`config.mk`:
```
export PLATFORM = sky130hd
export DESIGN_NAME = counter_array_pwm16_watchdog
export DESIGN_NICKNAME = d
export VERILOG_FILES = /design/src/rtl/counter_array_pkg.sv /design/src/rtl/counter_array_pwm16_watchdog.sv
export VERILOG_INCLUDE_DIRS = /design/src /design/src/rtl
export SDC_FILE = /design/constraint.sdc
export NUM_CORES = 1
export LEC_CHECK = 0
export BUFFER_PORTS_ARGS = -buffer_cell sky130_fd_sc_hd__buf_2
export CAP_MARGIN = 15
export CORE_MARGIN = 2
export CORE_UTILIZATION = 30
export DETAILED_ROUTE_END_ITERATION = 8
export HOLD_SLACK_MARGIN = 0.12
export SLEW_MARGIN = 10
export SYNTH_ARGS = -nofsm -noshare
export SYNTH_HDL_FRONTEND = slang
export SYNTH_SLANG_ARGS = --single-unit
```
`constraint.sdc`:
```
create_clock -name CLK_SYS_I -period 2.5 [get_ports CLK_SYS_I]
set_input_delay 0 -clock CLK_SYS_I [delete_from_list [all_inputs] [get_ports CLK_SYS_I]]
set_output_delay 0 -clock CLK_SYS_I [all_outputs]
set_load 0.05 [all_outputs]
```
`src/rtl/counter_array_defs.svh`:
```
// constants of the counter array: register offsets, field positions, reset values, divider counts
// assumes a 32-bit Avalon-MM slave port, byte addresses, one register per aligned word
`ifndef COUNTER_ARRAY_DEFS_SVH
`define COUNTER_ARRAY_DEFS_SVH

// ****************************************************************
// register offsets (byte addresses)
// ****************************************************************
`define CA_OFF_CTRL 8'h00
`define CA_OFF_MODE 8'h04
`define CA_OFF_CNT_LO 8'h08
`define CA_OFF_CNT_HI 8'h0C
`define CA_OFF_CH_BASE 8'h10
`define CA_OFF_CH_STRIDE 8'h10
`define CA_OFF_CH_MODE 8'h00
`define CA_OFF_CH_LOW 8'h04
`define CA_OFF_CH_HIGH 8'h08

// ****************************************************************
// field positions
// ****************************************************************
`define CA_CTRL_OVF_BIT 7
`define CA_CTRL_RUN_BIT 6
`define CA_MODE_IDLE_BIT 7
`define CA_MODE_WDEN_BIT 6
`define CA_MODE_LOCK_BIT 5
`define CA_MODE_SEL_LSB 1
`define CA_MODE_SEL_MSB 3
`define CA_MODE_OVFIE_BIT 0
`define CA_CH_WIDE_BIT 7
`define CA_CH_CMPEN_BIT 6
`define CA_CH_MATCH_BIT 3
`define CA_CH_PWM_BIT 1
`define CA_CH_IRQEN_BIT 0

// ****************************************************************
// reset values and divider counts
// ****************************************************************
`define CA_RST_WDEN 1'b1
`define CA_RST_SEL 3'h0
`define CA_RST_COUNT 16'h0000
`define CA_RST_CMP 16'h0000
`define CA_RST_CH_MODE 8'h00
`define CA_DIV_MAX 4'hB
`define CA_DIV4_MASK 2'h3
`define CA_COUNT_TOP 16'hFFFF
`define CA_LOW_TOP 8'hFF

`endif

```
`src/rtl/counter_array_pkg.sv`:
```
// types used by the counter array design
// assumes counter_array_defs.svh supplies the numeric constants
package counter_array_pkg;

    // array clock source select codes
    typedef enum logic [2:0] {
        SRC_DIV12 = 3'h0,
        SRC_DIV4 = 3'h1,
        SRC_EXT = 3'h2,
        SRC_SYS = 3'h4
    } clk_src_t;

endpackage : counter_array_pkg

```
`src/rtl/counter_array_pwm16_watchdog.sv`:
```
// counter array with 16-bit pulse-width channels and a channel-based watchdog
// assumes one 50 MHz clock, synchronous active-high reset, Avalon-MM slave on the bus side
`timescale 1ns/1ps
`include "counter_array_defs.svh"

module counter_array_pwm16_watchdog #(
    parameter int CHANNELS = 3,
    parameter int WATCHDOG_CHANNEL = 2
) (
    input wire logic CLK_SYS_I, // system clock, 50 MHz
    input wire logic RESET_I, // synchronous reset, active high
    input wire logic [7:0] ADDRESS_I, // byte address
    input wire logic READ_I, // read request
    input wire logic WRITE_I, // write request
    input wire logic [31:0] WRITEDATA_I, // write data
    input wire logic [3:0] BYTEENABLE_I, // byte lanes
    output logic [31:0] READDATA_O, // read data, registered
    output logic WAITREQUEST_O, // stall, combinational
    input wire logic IDLE_I, // processor is in idle mode
    input wire logic EXT_TICK_I, // external array clock enable pulse
    output logic [CHANNELS-1:0] CHANNEL_OUTPUT_PIN_O, // channel outputs
    output logic WATCHDOG_RESET_O // system reset request pulse
);

    // ****************************************************************
    // state
    // ****************************************************************
    typedef struct packed {
        logic ack;
        logic [31:0] rdata;
        logic [3:0] div;
        logic [15:0] count;
        logic counter_overflow_flag;
        logic counter_run;
        logic [CHANNELS-1:0] channel_event_flag;
        logic idle_suspend;
        logic watchdog_enable;
        logic watchdog_lock;
        logic [2:0] clock_source_select;
        logic ovf_irq_enable;
        logic [CHANNELS-1:0][7:0] channel_mode_reg;
        logic [CHANNELS-1:0][15:0] channel_compare_value;
        logic [CHANNELS-1:0] pin;
        logic wd_reset;
    } state_t;

    state_t s;
    state_t next_s;

    logic watchdog_on;
    logic src_tick;
    logic tick;
    logic [15:0] count_inc;
    logic overflow;
    logic low_overflow;
    logic watchdog_hit;
    logic [CHANNELS-1:0] wide_match;

    // ****************************************************************
    // timebase
    // ****************************************************************

    // watchdog counts as on while either enable or lock is set
    assign watchdog_on = s.watchdog_enable | s.watchdog_lock;

    // clock source pick; reserved codes fall back to divide by twelve
    always_comb begin
        case (s.clock_source_select)
            counter_array_pkg::SRC_DIV12: src_tick = (s.div == `CA_DIV_MAX);
            counter_array_pkg::SRC_DIV4: src_tick = (s.div[1:0] == `CA_DIV4_MASK);
            counter_array_pkg::SRC_EXT: src_tick = EXT_TICK_I;
            counter_array_pkg::SRC_SYS: src_tick = 1'b1;
            default: src_tick = (s.div == `CA_DIV_MAX);
        endcase
    end

    // counter runs on the run bit or the watchdog, unless idle suspends it
    assign tick = (s.counter_run | watchdog_on)
        & ~(s.idle_suspend & IDLE_I) & src_tick;
    assign count_inc = s.count + 16'h0001;
    assign overflow = tick & (s.count == `CA_COUNT_TOP);
    assign low_overflow = tick & (s.count[7:0] == `CA_LOW_TOP);
    // watchdog channel high byte against counter high byte at low wrap
    assign watchdog_hit = low_overflow & watchdog_on
        & (s.channel_compare_value[WATCHDOG_CHANNEL][15:8] == s.count[15:8]);

    // ****************************************************************
    // comparators
    // ****************************************************************

    // one 16-bit comparator per channel, evaluated on the counter's next value
    genvar g;
    generate
        for (g = 0; g < CHANNELS; g = g + 1) begin : gen_cmp
            assign wide_match[g] = tick & (count_inc == s.channel_compare_value[g]);
        end
    endgenerate

    // ****************************************************************
    // read mux
    // ****************************************************************
    function automatic logic [31:0] read_word(input state_t st, input logic [7:0] addr);
        logic [31:0] r;
        r = 32'h0000_0000;
        if (addr == `CA_OFF_CTRL) begin
            r[`CA_CTRL_OVF_BIT] = st.counter_overflow_flag;
            r[`CA_CTRL_RUN_BIT] = st.counter_run;
            r[CHANNELS-1:0] = st.channel_event_flag;
        end else if (addr == `CA_OFF_MODE) begin
            r[`CA_MODE_IDLE_BIT] = st.idle_suspend;
            r[`CA_MODE_WDEN_BIT] = st.watchdog_enable;
            r[`CA_MODE_LOCK_BIT] = st.watchdog_lock;
            r[`CA_MODE_SEL_MSB:`CA_MODE_SEL_LSB] = st.clock_source_select;
            r[`CA_MODE_OVFIE_BIT] = st.ovf_irq_enable;
        end else if (addr == `CA_OFF_CNT_LO) begin
            r[7:0] = st.count[7:0];
        end else if (addr == `CA_OFF_CNT_HI) begin
            r[7:0] = st.count[15:8];
        end
        for (int i = 0; i < CHANNELS; i++) begin
            if (addr == 8'(`CA_OFF_CH_BASE + i * `CA_OFF_CH_STRIDE + `CA_OFF_CH_MODE)) begin
                r[7:0] = st.channel_mode_reg[i];
            end
            if (addr == 8'(`CA_OFF_CH_BASE + i * `CA_OFF_CH_STRIDE + `CA_OFF_CH_LOW)) begin
                r[7:0] = st.channel_compare_value[i][7:0];
            end
            if (addr == 8'(`CA_OFF_CH_BASE + i * `CA_OFF_CH_STRIDE + `CA_OFF_CH_HIGH)) begin
                r[7:0] = st.channel_compare_value[i][15:8];
            end
        end
        return r;
    endfunction : read_word

    // ****************************************************************
    // next state
    // ****************************************************************

    // order matters: counting first, then bus writes, then hardware flag sets,
    // so a flag set by an event always beats a clear in the same cycle
    always_comb begin
        logic do_write;
        logic is_wd;
        logic wide_mode;
        logic [7:0] wd;
        logic force_reset;
        do_write = s.ack & WRITE_I & BYTEENABLE_I[0];
        wd = WRITEDATA_I[7:0];
        is_wd = 1'b0;
        wide_mode = 1'b0;
        force_reset = 1'b0;
        next_s = s;
        next_s.wd_reset = 1'b0;

        // bus handshake: one wait state, read data captured on the first cycle
        next_s.ack = (READ_I | WRITE_I) & ~s.ack;
        if (READ_I & ~s.ack) begin
            next_s.rdata = read_word(s, ADDRESS_I);
        end

        // divider runs free so the array clock phase does not depend on run state
        next_s.div = (s.div == `CA_DIV_MAX) ? 4'h0 : s.div + 4'h1;
        if (tick) begin
            next_s.count = count_inc;
        end

        // pulse-width outputs; overflow clears first so a zero compare stays high
        for (int i = 0; i < CHANNELS; i++) begin
            is_wd = watchdog_on && (i == WATCHDOG_CHANNEL);
            wide_mode = s.channel_mode_reg[i][`CA_CH_CMPEN_BIT]
                & s.channel_mode_reg[i][`CA_CH_PWM_BIT]
                & s.channel_mode_reg[i][`CA_CH_WIDE_BIT] & ~is_wd;
            if (!wide_mode) begin
                next_s.pin[i] = 1'b0;
            end else begin
                // no cycle-length field is consulted here
                if (overflow) begin
                    next_s.pin[i] = 1'b0;
                end
                if (wide_match[i]) begin
                    next_s.pin[i] = 1'b1;
                end
            end
        end

        // register writes
        if (do_write) begin
            if (ADDRESS_I == `CA_OFF_CTRL) begin
                next_s.counter_overflow_flag = wd[`CA_CTRL_OVF_BIT];
                next_s.counter_run = wd[`CA_CTRL_RUN_BIT];
                next_s.channel_event_flag = wd[CHANNELS-1:0];
                force_reset = watchdog_on & wd[WATCHDOG_CHANNEL];
            end
            if (ADDRESS_I == `CA_OFF_MODE) begin
                next_s.watchdog_lock = s.watchdog_lock | wd[`CA_MODE_LOCK_BIT];
                next_s.watchdog_enable = wd[`CA_MODE_WDEN_BIT];
                next_s.ovf_irq_enable = wd[`CA_MODE_OVFIE_BIT];
                if (!watchdog_on) begin
                    next_s.idle_suspend = wd[`CA_MODE_IDLE_BIT];
                    next_s.clock_source_select = wd[`CA_MODE_SEL_MSB:`CA_MODE_SEL_LSB];
                end
            end
            // counter writes win over the tick of the same cycle
            if (ADDRESS_I == `CA_OFF_CNT_LO && !watchdog_on) begin
                next_s.count[7:0] = wd;
            end
            if (ADDRESS_I == `CA_OFF_CNT_HI && !watchdog_on) begin
                next_s.count[15:8] = wd;
            end
            for (int i = 0; i < CHANNELS; i++) begin
                is_wd = watchdog_on && (i == WATCHDOG_CHANNEL);
                if (ADDRESS_I == 8'(`CA_OFF_CH_BASE + i * `CA_OFF_CH_STRIDE + `CA_OFF_CH_MODE)
                    && !is_wd) begin
                    next_s.channel_mode_reg[i] = wd;
                end
                if (ADDRESS_I == 8'(`CA_OFF_CH_BASE + i * `CA_OFF_CH_STRIDE + `CA_OFF_CH_LOW)) begin
                    next_s.channel_compare_value[i][7:0] = wd;
                    next_s.channel_mode_reg[i][`CA_CH_CMPEN_BIT] = is_wd;
                end
                if (ADDRESS_I == 8'(`CA_OFF_CH_BASE + i * `CA_OFF_CH_STRIDE + `CA_OFF_CH_HIGH)) begin
                    if (is_wd) begin
                        // any value reloads; the offset sits in the low byte
                        next_s.channel_compare_value[i][15:8] =
                            s.count[15:8] + s.channel_compare_value[i][7:0];
                    end else begin
                        next_s.channel_compare_value[i][15:8] = wd;
                    end
                    next_s.channel_mode_reg[i][`CA_CH_CMPEN_BIT] = 1'b1;
                end
            end
        end

        // hardware flag sets after the writes so they win
        if (overflow) begin
            next_s.counter_overflow_flag = 1'b1;
        end
        for (int i = 0; i < CHANNELS; i++) begin
            is_wd = watchdog_on && (i == WATCHDOG_CHANNEL);
            if (wide_match[i] && !is_wd
                && s.channel_mode_reg[i][`CA_CH_CMPEN_BIT]
                && s.channel_mode_reg[i][`CA_CH_MATCH_BIT]) begin
                next_s.channel_event_flag[i] = 1'b1;
            end
        end

        // single-cycle reset request to the system reset logic
        next_s.wd_reset = watchdog_hit | force_reset;
    end

    // ****************************************************************
    // registers
    // ****************************************************************

    // reset puts the watchdog on with offset zero and divide by twelve
    always_ff @(posedge CLK_SYS_I) begin
        if (RESET_I) begin
            s <= '0;
            s.watchdog_enable <= `CA_RST_WDEN;
            s.clock_source_select <= `CA_RST_SEL;
            s.count <= `CA_RST_COUNT;
            for (int i = 0; i < CHANNELS; i++) begin
                s.channel_mode_reg[i] <= `CA_RST_CH_MODE;
                s.channel_compare_value[i] <= `CA_RST_CMP;
            end
        end else begin
            s <= next_s;
        end
    end

    // ****************************************************************
    // outputs
    // ****************************************************************

    // waitrequest drops one cycle after the request rises
    assign WAITREQUEST_O = (READ_I | WRITE_I) & ~s.ack;
    assign READDATA_O = s.rdata;
    assign CHANNEL_OUTPUT_PIN_O = s.pin;
    assign WATCHDOG_RESET_O = s.wd_reset;

endmodule : counter_array_pwm16_watchdog

```
==> summary.md, run 1 <==
| Metric | Value |
|---|---|
| Outcome | `complete, no violations` |
| Number of antenna violations at the first check in global routing | `0` |
| Cell accounting for the most synthesized area | `sky130_fd_sc_hd__dfxtp_1` |
| H-Tree Depth | `4` |
| Setup repair after global routing missed its margin | `false` |
| Total I/O pin count | `87` |
| Routed length per placed instance | `21.82 µm` |
| Initial standard-cell utilization of the core | `0.3041` |
| Summed instance area of the synthesized netlist | `7879 µm²` |
| Power Dens Cells | `516.2 nW/µm²` |
| First-pass GRT wire length | `47030 µm` |
| Post-layout utilization of the core | `0.3660` |
| Busiest metal layer after global routing | `met2` |
| Drt total wl | `31340 µm` |
| Number of enable-type register cells in the synthesized netlist | `0` |
| Number of DRC violations after detailed-routing iteration 0 | `831` |
| Area delta synth->final | `20.37%` |
| Multiplexer share of the synthesized area | `0.04447` |
| Number of clock sinks | `117` |
| Placer congestion estimate | `1.000` |
| Cell area after placement | `8655 µm²` |
| Worst relative slew slack | `0.4964` |
| Peak ir drop on the vdd network | `473.8 µV` |
| Clock tree from TritonCTS | `built` |
| Launch point of the critical path | `s[96]` |
| Max capacitance violation total | `0` |
| FF-to-FF path depth | `7` |
| Yosys warns | `0` |
| Global-route met2 utilization | `0.3435` |
| Simple-gate portion of the synthesized area | `0.2739` |
| Cts bufs inserted | `17` |
| Worst setup slack before clock tree synthesis | `0.02574 ns` |
| Number of global-route vias before repair | `7438` |
| Global routing usage summed across all routing layers | `0.2240` |
| Maximum clock insertion buffer count | `2` |
| Seq/Total Area, Yosys | `0.2973` |
| Class of the most critical setup path | `reg2reg` |
| Worst-skew pair later-pin latency | `0.43 ns` |
| Cell types with the largest area share after synthesis | `sky130_fd_sc_hd__dfxtp_1 30%, sky130_fd_sc_hd__nand2_1 6.3%, sky130_fd_sc_hd__a21oi_1 5.0%` |
| CP Launch Type | `flop` |
| Main combinational cell family by area after synthesis | `simple AND/OR/NAND/NOR gates` |
| Time the worst path needs with I/O delays and setup | `2.415 ns` |
| Share of final-layout standard cells stronger than drive strength 1 | `0.1807` |
| Via count | `8059` |
| Placeable core region | `25910 µm²` |
| Detail Route Antenna Nets | `0` |
| Destination of the worst register-to-register timing path | `s[83]` |
| Highest net fanout along the worst path | `7` |
| Diode insertion count for antenna repair | `0` |
| Share of the clock period used by the worst path | `0.9661` |
| Register-to-register setup slack | `0.08 ns` |
| Worst setup EP type | `flop` |
| Most used DFF post-synth | `sky130_fd_sc_hd__dfxtp_1` |
| Compound-cell area share of the yosys netlist | `0.1950` |
| Area share of the largest cell type after synthesis | `0.2973` |
| LEAKAGE | `3.439 nW` |
| Worst setup path endpoint | `s[83]` |
| Number of buffers inserted by port buffering | `35` |
| Detailed-router iteration count before antenna repair | `7` |
| Clock input transition at the sequential cells of the worst setup and hold paths | `0.06 ns` |
| Detail Placement HPWL | `22720 µm` |
| Setup TNS | `0 ns` |
| Fin Clk Skew | `0.009826 ns` |
| Die boundary width | `166.1 µm` |
| Global-route track usage on met3 | `0.04552` |
| DIE AREA | `27570 µm²` |
| Largest net degree at the start of global routing | `66` |
| Cell variety after synth | `86` |
| Hold Slack | `0.2041 ns` |
| Met1 GRT Util | `0.3055` |
| Net count of the finished layout | `1148` |
| Top achievable clock speed | `414.0 MHz` |
| #FFs+latches synth | `117` |
| Minimum setup slack in the final design | `0.08477 ns` |
| Total Power | `4.895 mW` |
| Path type of the worst min-delay path | `in2reg` |
| Final std cell area, no fill | `9484 µm²` |
| Placed instance count | `1388` |
| Height of the die | `166.1 µm` |
| Hold violation count in the final report | `0` |
| Library cell used as clock root buffer | `sky130_fd_sc_hd__clkbuf_16` |
| Reg-to-reg critical path startpoint | `s[96]` |
| Average vias per placed instance | `5.612` |
| Pins over their slew limit | `0` |
| Fraction of registers with async set/reset | `0` |
| Remaining DRCs | `0` |
| Data arrival time of the worst path | `2.77 ns` |
| Transition time at the pin with the least slew margin | `0.7449 ns` |
| Required time reported for the critical path endpoint | `2.85 ns` |
| Grt ovf | `0` |
| Placement Rows | `59` |
| Share of the synthesized netlist area taken by xor and xnor gates | `0.09290` |
| Final cell count without fillers | `1436` |
| Final count of negative-setup-slack endpoints | `0` |
| Syn Area/Cell | `7.739 µm²` |
| Arithmetic-cell share of the synthesized area counting full adders, half adders and majority gates | `0.01683` |
| Cell count after synthesis | `1018` |
-- critical path: stages (launching register included) --
cell,delay (ns)
sky130_fd_sc_hd__dfxtp_1,0.39
sky130_fd_sc_hd__nand3_4,0.16
sky130_fd_sc_hd__or3_4,0.45
sky130_fd_sc_hd__or3_1,0.38
sky130_fd_sc_hd__a221o_1,0.34
sky130_fd_sc_hd__nor4_2,0.32
sky130_fd_sc_hd__nand4_1,0.13
sky130_fd_sc_hd__a21oi_1,0.18
-- flip-flops by register name, indices dropped and copies added, names as in the netlist --
signal                flops
s                       105
READDATA_O                8
CHANNEL_OUTPUT_PIN_O      3
WATCHDOG_RESET_O          1
-- placed cells by master (no fill, tap or decap), types with 5 or more instances in the layout --
master and n:
sky130_fd_sc_hd__nand2_1 132, sky130_fd_sc_hd__dfxtp_1 113, sky130_fd_sc_hd__nor2_1 99, sky130_fd_sc_hd__buf_4 89, sky130_fd_sc_hd__a21oi_1 78, sky130_fd_sc_hd__nand3_1 69, sky130_fd_sc_hd__xnor2_1 43, sky130_fd_sc_hd__buf_2 34
sky130_fd_sc_hd__xor2_1 30, sky130_fd_sc_hd__nor3_1 27, sky130_fd_sc_hd__mux2i_1 26, sky130_fd_sc_hd__o21ai_0 25, sky130_fd_sc_hd__a211oi_1 25, sky130_fd_sc_hd__conb_1 24, sky130_fd_sc_hd__clkbuf_16 17, sky130_fd_sc_hd__nand4_1 15
sky130_fd_sc_hd__dlygate4sd3_1 14, sky130_fd_sc_hd__inv_1 11, sky130_fd_sc_hd__nor2b_1 10, sky130_fd_sc_hd__a31oi_1 10, sky130_fd_sc_hd__a22oi_1 10, sky130_fd_sc_hd__ha_1 9, sky130_fd_sc_hd__nand2b_1 7, sky130_fd_sc_hd__a221oi_1 7
sky130_fd_sc_hd__or4_1 6, sky130_fd_sc_hd__and2_1 6, sky130_fd_sc_hd__o311ai_0 6, sky130_fd_sc_hd__or3_1 6, sky130_fd_sc_hd__or2_2 5, sky130_fd_sc_hd__nand4b_1 5
-- how the worst min path moves through the flow --
stage	start	to	slack, ns	cells after the start
after detailed placement	READ_I	s[140]	0.32	3
final	ADDRESS_I[3]	s[58]	0.20	5
after global placement	READ_I	s[140]	0.30	3
after floorplan	WRITEDATA_I[0]	s[44]	0.16	2
after global routing	ADDRESS_I[3]	s[58]	0.24	5
after CTS	ADDRESS_I[3]	s[58]	0.15	5
-- power breakdown --
part / switching [mW] / total [mW] / internal [mW]
Combinational: 0.301 / 0.386 / 0.0857
Sequential: 0.0119 / 1.89 / 1.88
Clock: 1.01 / 2.62 / 1.61
Total: 1.32 / 4.90 / 3.57
-- cells by family after synthesis --
logic type,after synthesis
simple gates,432
compound gates,226
buf+inv,122
flops,117
xor+xnor,78
mux,32
fa+ha+maj,10
other cells,1
-- layer usage --
metal	wire length [µm]	up-vias
met1	13650	3842
met2	13670	387
met5	0	-
met4	1329	0
li1	-	3757
met3	2686	73
-- final cells by class --
class	instances	area (µm²)
Sequential cell	117	2347
Clock inverter	13	172.7
Clock buffer	19	442.9
Timing Repair Buffer	139	1010
Tap cell	335	419.2
Fill cell	2679	16430
Multi-Input combinational cell	802	5051
Inverter	11	41.29
-- timing repair --
item,in CTS,in global routing
gates cloned,0,0
buffers inserted,0,2
hold buffers,14,0
pin swaps,0,3
resized for setup,1,17
endpoints found under the setup margin,1,9
endpoints found under the hold margin,84,0
-- cells in the mapped netlist, drive strengths merged, types with 15 or more instances --
cell,instances
clkbuf,57
a211oi,25
nor3,30
xor2,30
nand4,15
dfxtp,117
nand3,72
nand2,133
o21ai,25
a21oi,78
nor2,101
buf,54
xnor2,45
mux2i,26
No activity file was read; power rests on OpenSTA's default activity.
==> run 2: changes to the inputs <==
--- a/config.mk
+++ b/config.mk
@@ -6,7 +6,7 @@
 export SDC_FILE = /design/constraint.sdc
 export NUM_CORES = 1
 export LEC_CHECK = 0
-export BUFFER_PORTS_ARGS = -buffer_cell sky130_fd_sc_hd__buf_2
+export BUFFER_PORTS_ARGS = -buffer_cell sky130_fd_sc_hd__clkbuf_2
 export CAP_MARGIN = 15
 export CORE_MARGIN = 2
 export CORE_UTILIZATION = 30
==> run 2 against run 1 <==
- final cell count down 0.97%
- die area unchanged
- critical path depth up 1
- largest power group unchanged
==> summary.md, run 2 (synthesis results as in run 1) <==
| Metric | Value |
|---|---|
| Outcome | `complete, no violations` |
| Filler cells | `2707 (+1.0%)` |
| Switching share of power | `0.2659 (-0.004504)` |
| Maximum clock insertion buffer count | `2 (unchanged)` |
| Minimum setup slack in the final design | `0.09537 ns (+0.01060 ns)` |
| Area of combinational cells with multiple inputs | `5082 µm² (+0.62%)` |
| Cts bufs inserted | `17 (unchanged)` |
| Routed length per placed instance | `22.00 µm (+0.83%)` |
| Library cell used as clock root buffer | `sky130_fd_sc_hd__clkbuf_16` |
| Register-to-register setup slack | `0.1 ns (about the same)` |
| Hold violation count in the final report | `0 (unchanged)` |
| Average vias per placed instance | `5.743 (+2.3%)` |
| WP buf/inv | `1 (+1)` |
| Peak ir drop on the vdd network | `498.3 µV (+5.2%)` |
| Number of buffers inserted by port buffering | `35 (unchanged)` |
| Number of antenna violations at the first check in global routing | `0 (unchanged)` |
| Time the worst path needs with I/O delays and setup | `2.405 ns (-0.01060 ns)` |
| Placer congestion estimate | `0.9906 (-0.96%)` |
| Launch point of the critical path | `s[88]` |
| CP Launch Type | `flop` |
| Number of global-route vias before repair | `7529 (+1.2%)` |
| Fraction of power consumed by combinational cells | `0.076 (-0.003)` |
| Worst setup EP type | `flop` |
| Max capacitance violation total | `0 (unchanged)` |
| Fin Clk Skew | `0.008129 ns (-0.001697 ns)` |
| Flip-flop count of the largest register, all copies and words added | `105 (unchanged)` |
| Clock tree from TritonCTS | `built` |
| Detail Route Antenna Nets | `0 (unchanged)` |
| Transition time at the pin with the least slew margin | `0.8995 ns (+0.1547 ns)` |
| Cell Chain, Critical Path | `ha_2, buf_4, nand2_1, or4b_2, a221oi_1, and4_1, nand4_1, a21oi_1` |
| Cell area after placement | `8637 µm² (-0.20%)` |
| Clk network pwr share | `0.541 (+0.006)` |
| Pins over their slew limit | `0 (unchanged)` |
| Grt ovf | `0 (unchanged)` |
| DIE AREA | `27570 µm² (unchanged)` |
| Global routing usage summed across all routing layers | `0.2224 (-0.001529)` |
| Power Dens Cells | `525.4 nW/µm² (+1.8%)` |
| Share of final-layout standard cells stronger than drive strength 1 | `0.1877 (+0.006928)` |
| Worst setup slack before clock tree synthesis | `0.01168 ns (-0.01406 ns)` |
| Net count of the finished layout | `1134 (-1.2%)` |
| Reg-to-reg critical path startpoint | `s[88]` |
| Remaining DRCs | `0 (unchanged)` |
| Number of DRC violations after detailed-routing iteration 0 | `973 (+17%)` |
| Post-layout utilization of the core | `0.3633 (-0.002704)` |
| Largest net degree at the start of global routing | `83 (+26%)` |
| LEAKAGE | `3.427 nW (-0.34%)` |
| Detailed-router iteration count before antenna repair | `5 (-2)` |
| Hold Slack | `0.1457 ns (-0.05839 ns)` |
| Required time reported for the critical path endpoint | `2.86 ns (about the same)` |
| Switching pwr | `1.315 mW (-0.65%)` |
| Destination of the worst register-to-register timing path | `CHANNEL_OUTPUT_PIN_O[1]` |
| Commonest cells after routing, fill and taps aside | `131 x sky130_fd_sc_hd__nand2_1, 110 x sky130_fd_sc_hd__dfxtp_1, 99 x sky130_fd_sc_hd__nor2_1` |
| H-Tree Depth | `4 (unchanged)` |
| Most frequent standard cell in the layout excluding fill and tap cells | `sky130_fd_sc_hd__nand2_1` |
| Peak per-stage delay on the critical path | `0.66 ns (+0.21 ns)` |
| Highest net fanout along the worst path | `5 (-2)` |
| Clock input transition at the sequential cells of the worst setup and hold paths | `0.06 ns (about the same)` |
| Number of clock sinks | `117 (unchanged)` |
| Top register by number of flip-flops | `s` |
| Placement Rows | `59 (unchanged)` |
| Top achievable clock speed | `415.9 MHz (+0.44%)` |
| Final std cell area, no fill | `9414 µm² (-0.74%)` |
| Share of the clock period used by the worst path | `0.9619 (-0.004240)` |
| Detail Placement HPWL | `22670 µm (-0.23%)` |
| FF-to-FF path depth | `8 (+1)` |
| Levels on crit path | `8 (+1)` |
| Total Power | `4.946 mW (+1.0%)` |
| Portion of total power attributed to sequential cells | `0.382 (-0.004)` |
| Worst-skew pair later-pin latency | `0.43 ns (about the same)` |
| Worst relative slew slack | `0.4003 (-0.09611)` |
| Worst setup path endpoint | `CHANNEL_OUTPUT_PIN_O[1]` |
| Initial standard-cell utilization of the core | `0.3041 (unchanged)` |
| Path type of the worst min-delay path | `in2reg` |
| Cell family with the largest share of critical-path delay | `simple AND/OR/NAND/NOR gates` |
| Data arrival time of the worst path | `2.77 ns (about the same)` |
| First-pass GRT wire length | `46980 µm (-0.12%)` |
| Area delta synth->final | `19.49%` |
| Area taken by flip-flops and latches | `2351 µm² (+0.16%)` |
| Drt total wl | `31290 µm (-0.16%)` |
| CP max stage cell | `sky130_fd_sc_hd__or4b_2` |
| Height of the die | `166.1 µm (unchanged)` |
| Class of the most critical setup path | `reg2reg` |
| Final count of negative-setup-slack endpoints | `0 (unchanged)` |
| Via count | `8167 (+1.3%)` |
| Internal power summed over all cells | `3.631 mW (+1.7%)` |
| Die boundary width | `166.1 µm (unchanged)` |
| Placeable core region | `25910 µm² (unchanged)` |
| Diode insertion count for antenna repair | `0 (unchanged)` |
| Total I/O pin count | `87 (unchanged)` |
run 2: changes by cell type in the layout (fill, tap and decap cells not counted), moves of 3 or more:
cell	delta
sky130_fd_sc_hd__buf_2	-34
sky130_fd_sc_hd__clkbuf_2	+34
sky130_fd_sc_hd__buf_4	-4
sky130_fd_sc_hd__clkinv_2	+4
sky130_fd_sc_hd__clkinvlp_4	-4
sky130_fd_sc_hd__dfxtp_2	+3
sky130_fd_sc_hd__dfxtp_1	-3
sky130_fd_sc_hd__dlygate4sd3_1	-11
run 2: power by group through the flow:
stage | Combinational [mW] | Clock [mW] | Sequential [mW]
2_1_floorplan | 0.291 | 0 | 1.93
3_3_place_gp | 0.363 | 0 | 1.93
3_5_place_dp | 0.364 | 0 | 1.93
4_1_cts | 0.369 | 2.68 | 1.89
5_1_grt | 0.394 | 2.77 | 1.89
6_report | 0.377 | 2.68 | 1.89
run 2: metal layers:
layer / routed length [µm] / track usage / part of all wire
met5: 0 / 0 / 0
met1: 13290 / 0.2985 / 0.42
met3: 3143 / 0.05839 / 0.10
met4: 1472 / 0.1078 / 0.047
met2: 13390 / 0.3312 / 0.43
run 2: worst min-delay path by stage:
stage,start,end,slack [ns],cells past startpoint
2_1_floorplan,WRITEDATA_I[0],s[44],0.16,2
3_3_place_gp,READ_I,s[140],0.29,3
3_5_place_dp,WRITE_I,s[140],0.31,3
4_1_cts,ADDRESS_I[5],s[58],0.13,5
5_1_grt,WRITEDATA_I[4],s[32],0.17,3
6_report,ADDRESS_I[5],s[58],0.15,5
run 2: layout make-up:
cell class / count / share of cell area
clock inverter: 15 / 0.02140
tap: 335 / 0.04452
clock buffer: 17 / 0.04519
timing repair buffer: 125 / 0.09490
inverter: 11 / 0.004386
sequential: 117 / 0.2497
multi-input combinational: 802 / 0.5399
run 2: timing repair:
item | in CTS | in global routing
resized for setup | 3 | 25
pin swaps | 0 | 5
hold endpoints to repair | 4 | 0
buffers inserted | 0 | 3
hold buffers | 3 | 0
endpoints found under the setup margin | 2 | 10
run 2: tightest hold or removal path: cells and delay by family:
family | cells | cell delay, ns
simple gates | 2 | 0.20
compound gates | 2 | 0.19
buf+inv | 1 | 0.14
run 2: per-stage QoR:
step,TNS (ns),std cells
CTS,0,1419
global placement,0,1384
floorplan,0,1041
finish,0,1422
detailed placement,0,1384
global route,-0.01839,1422
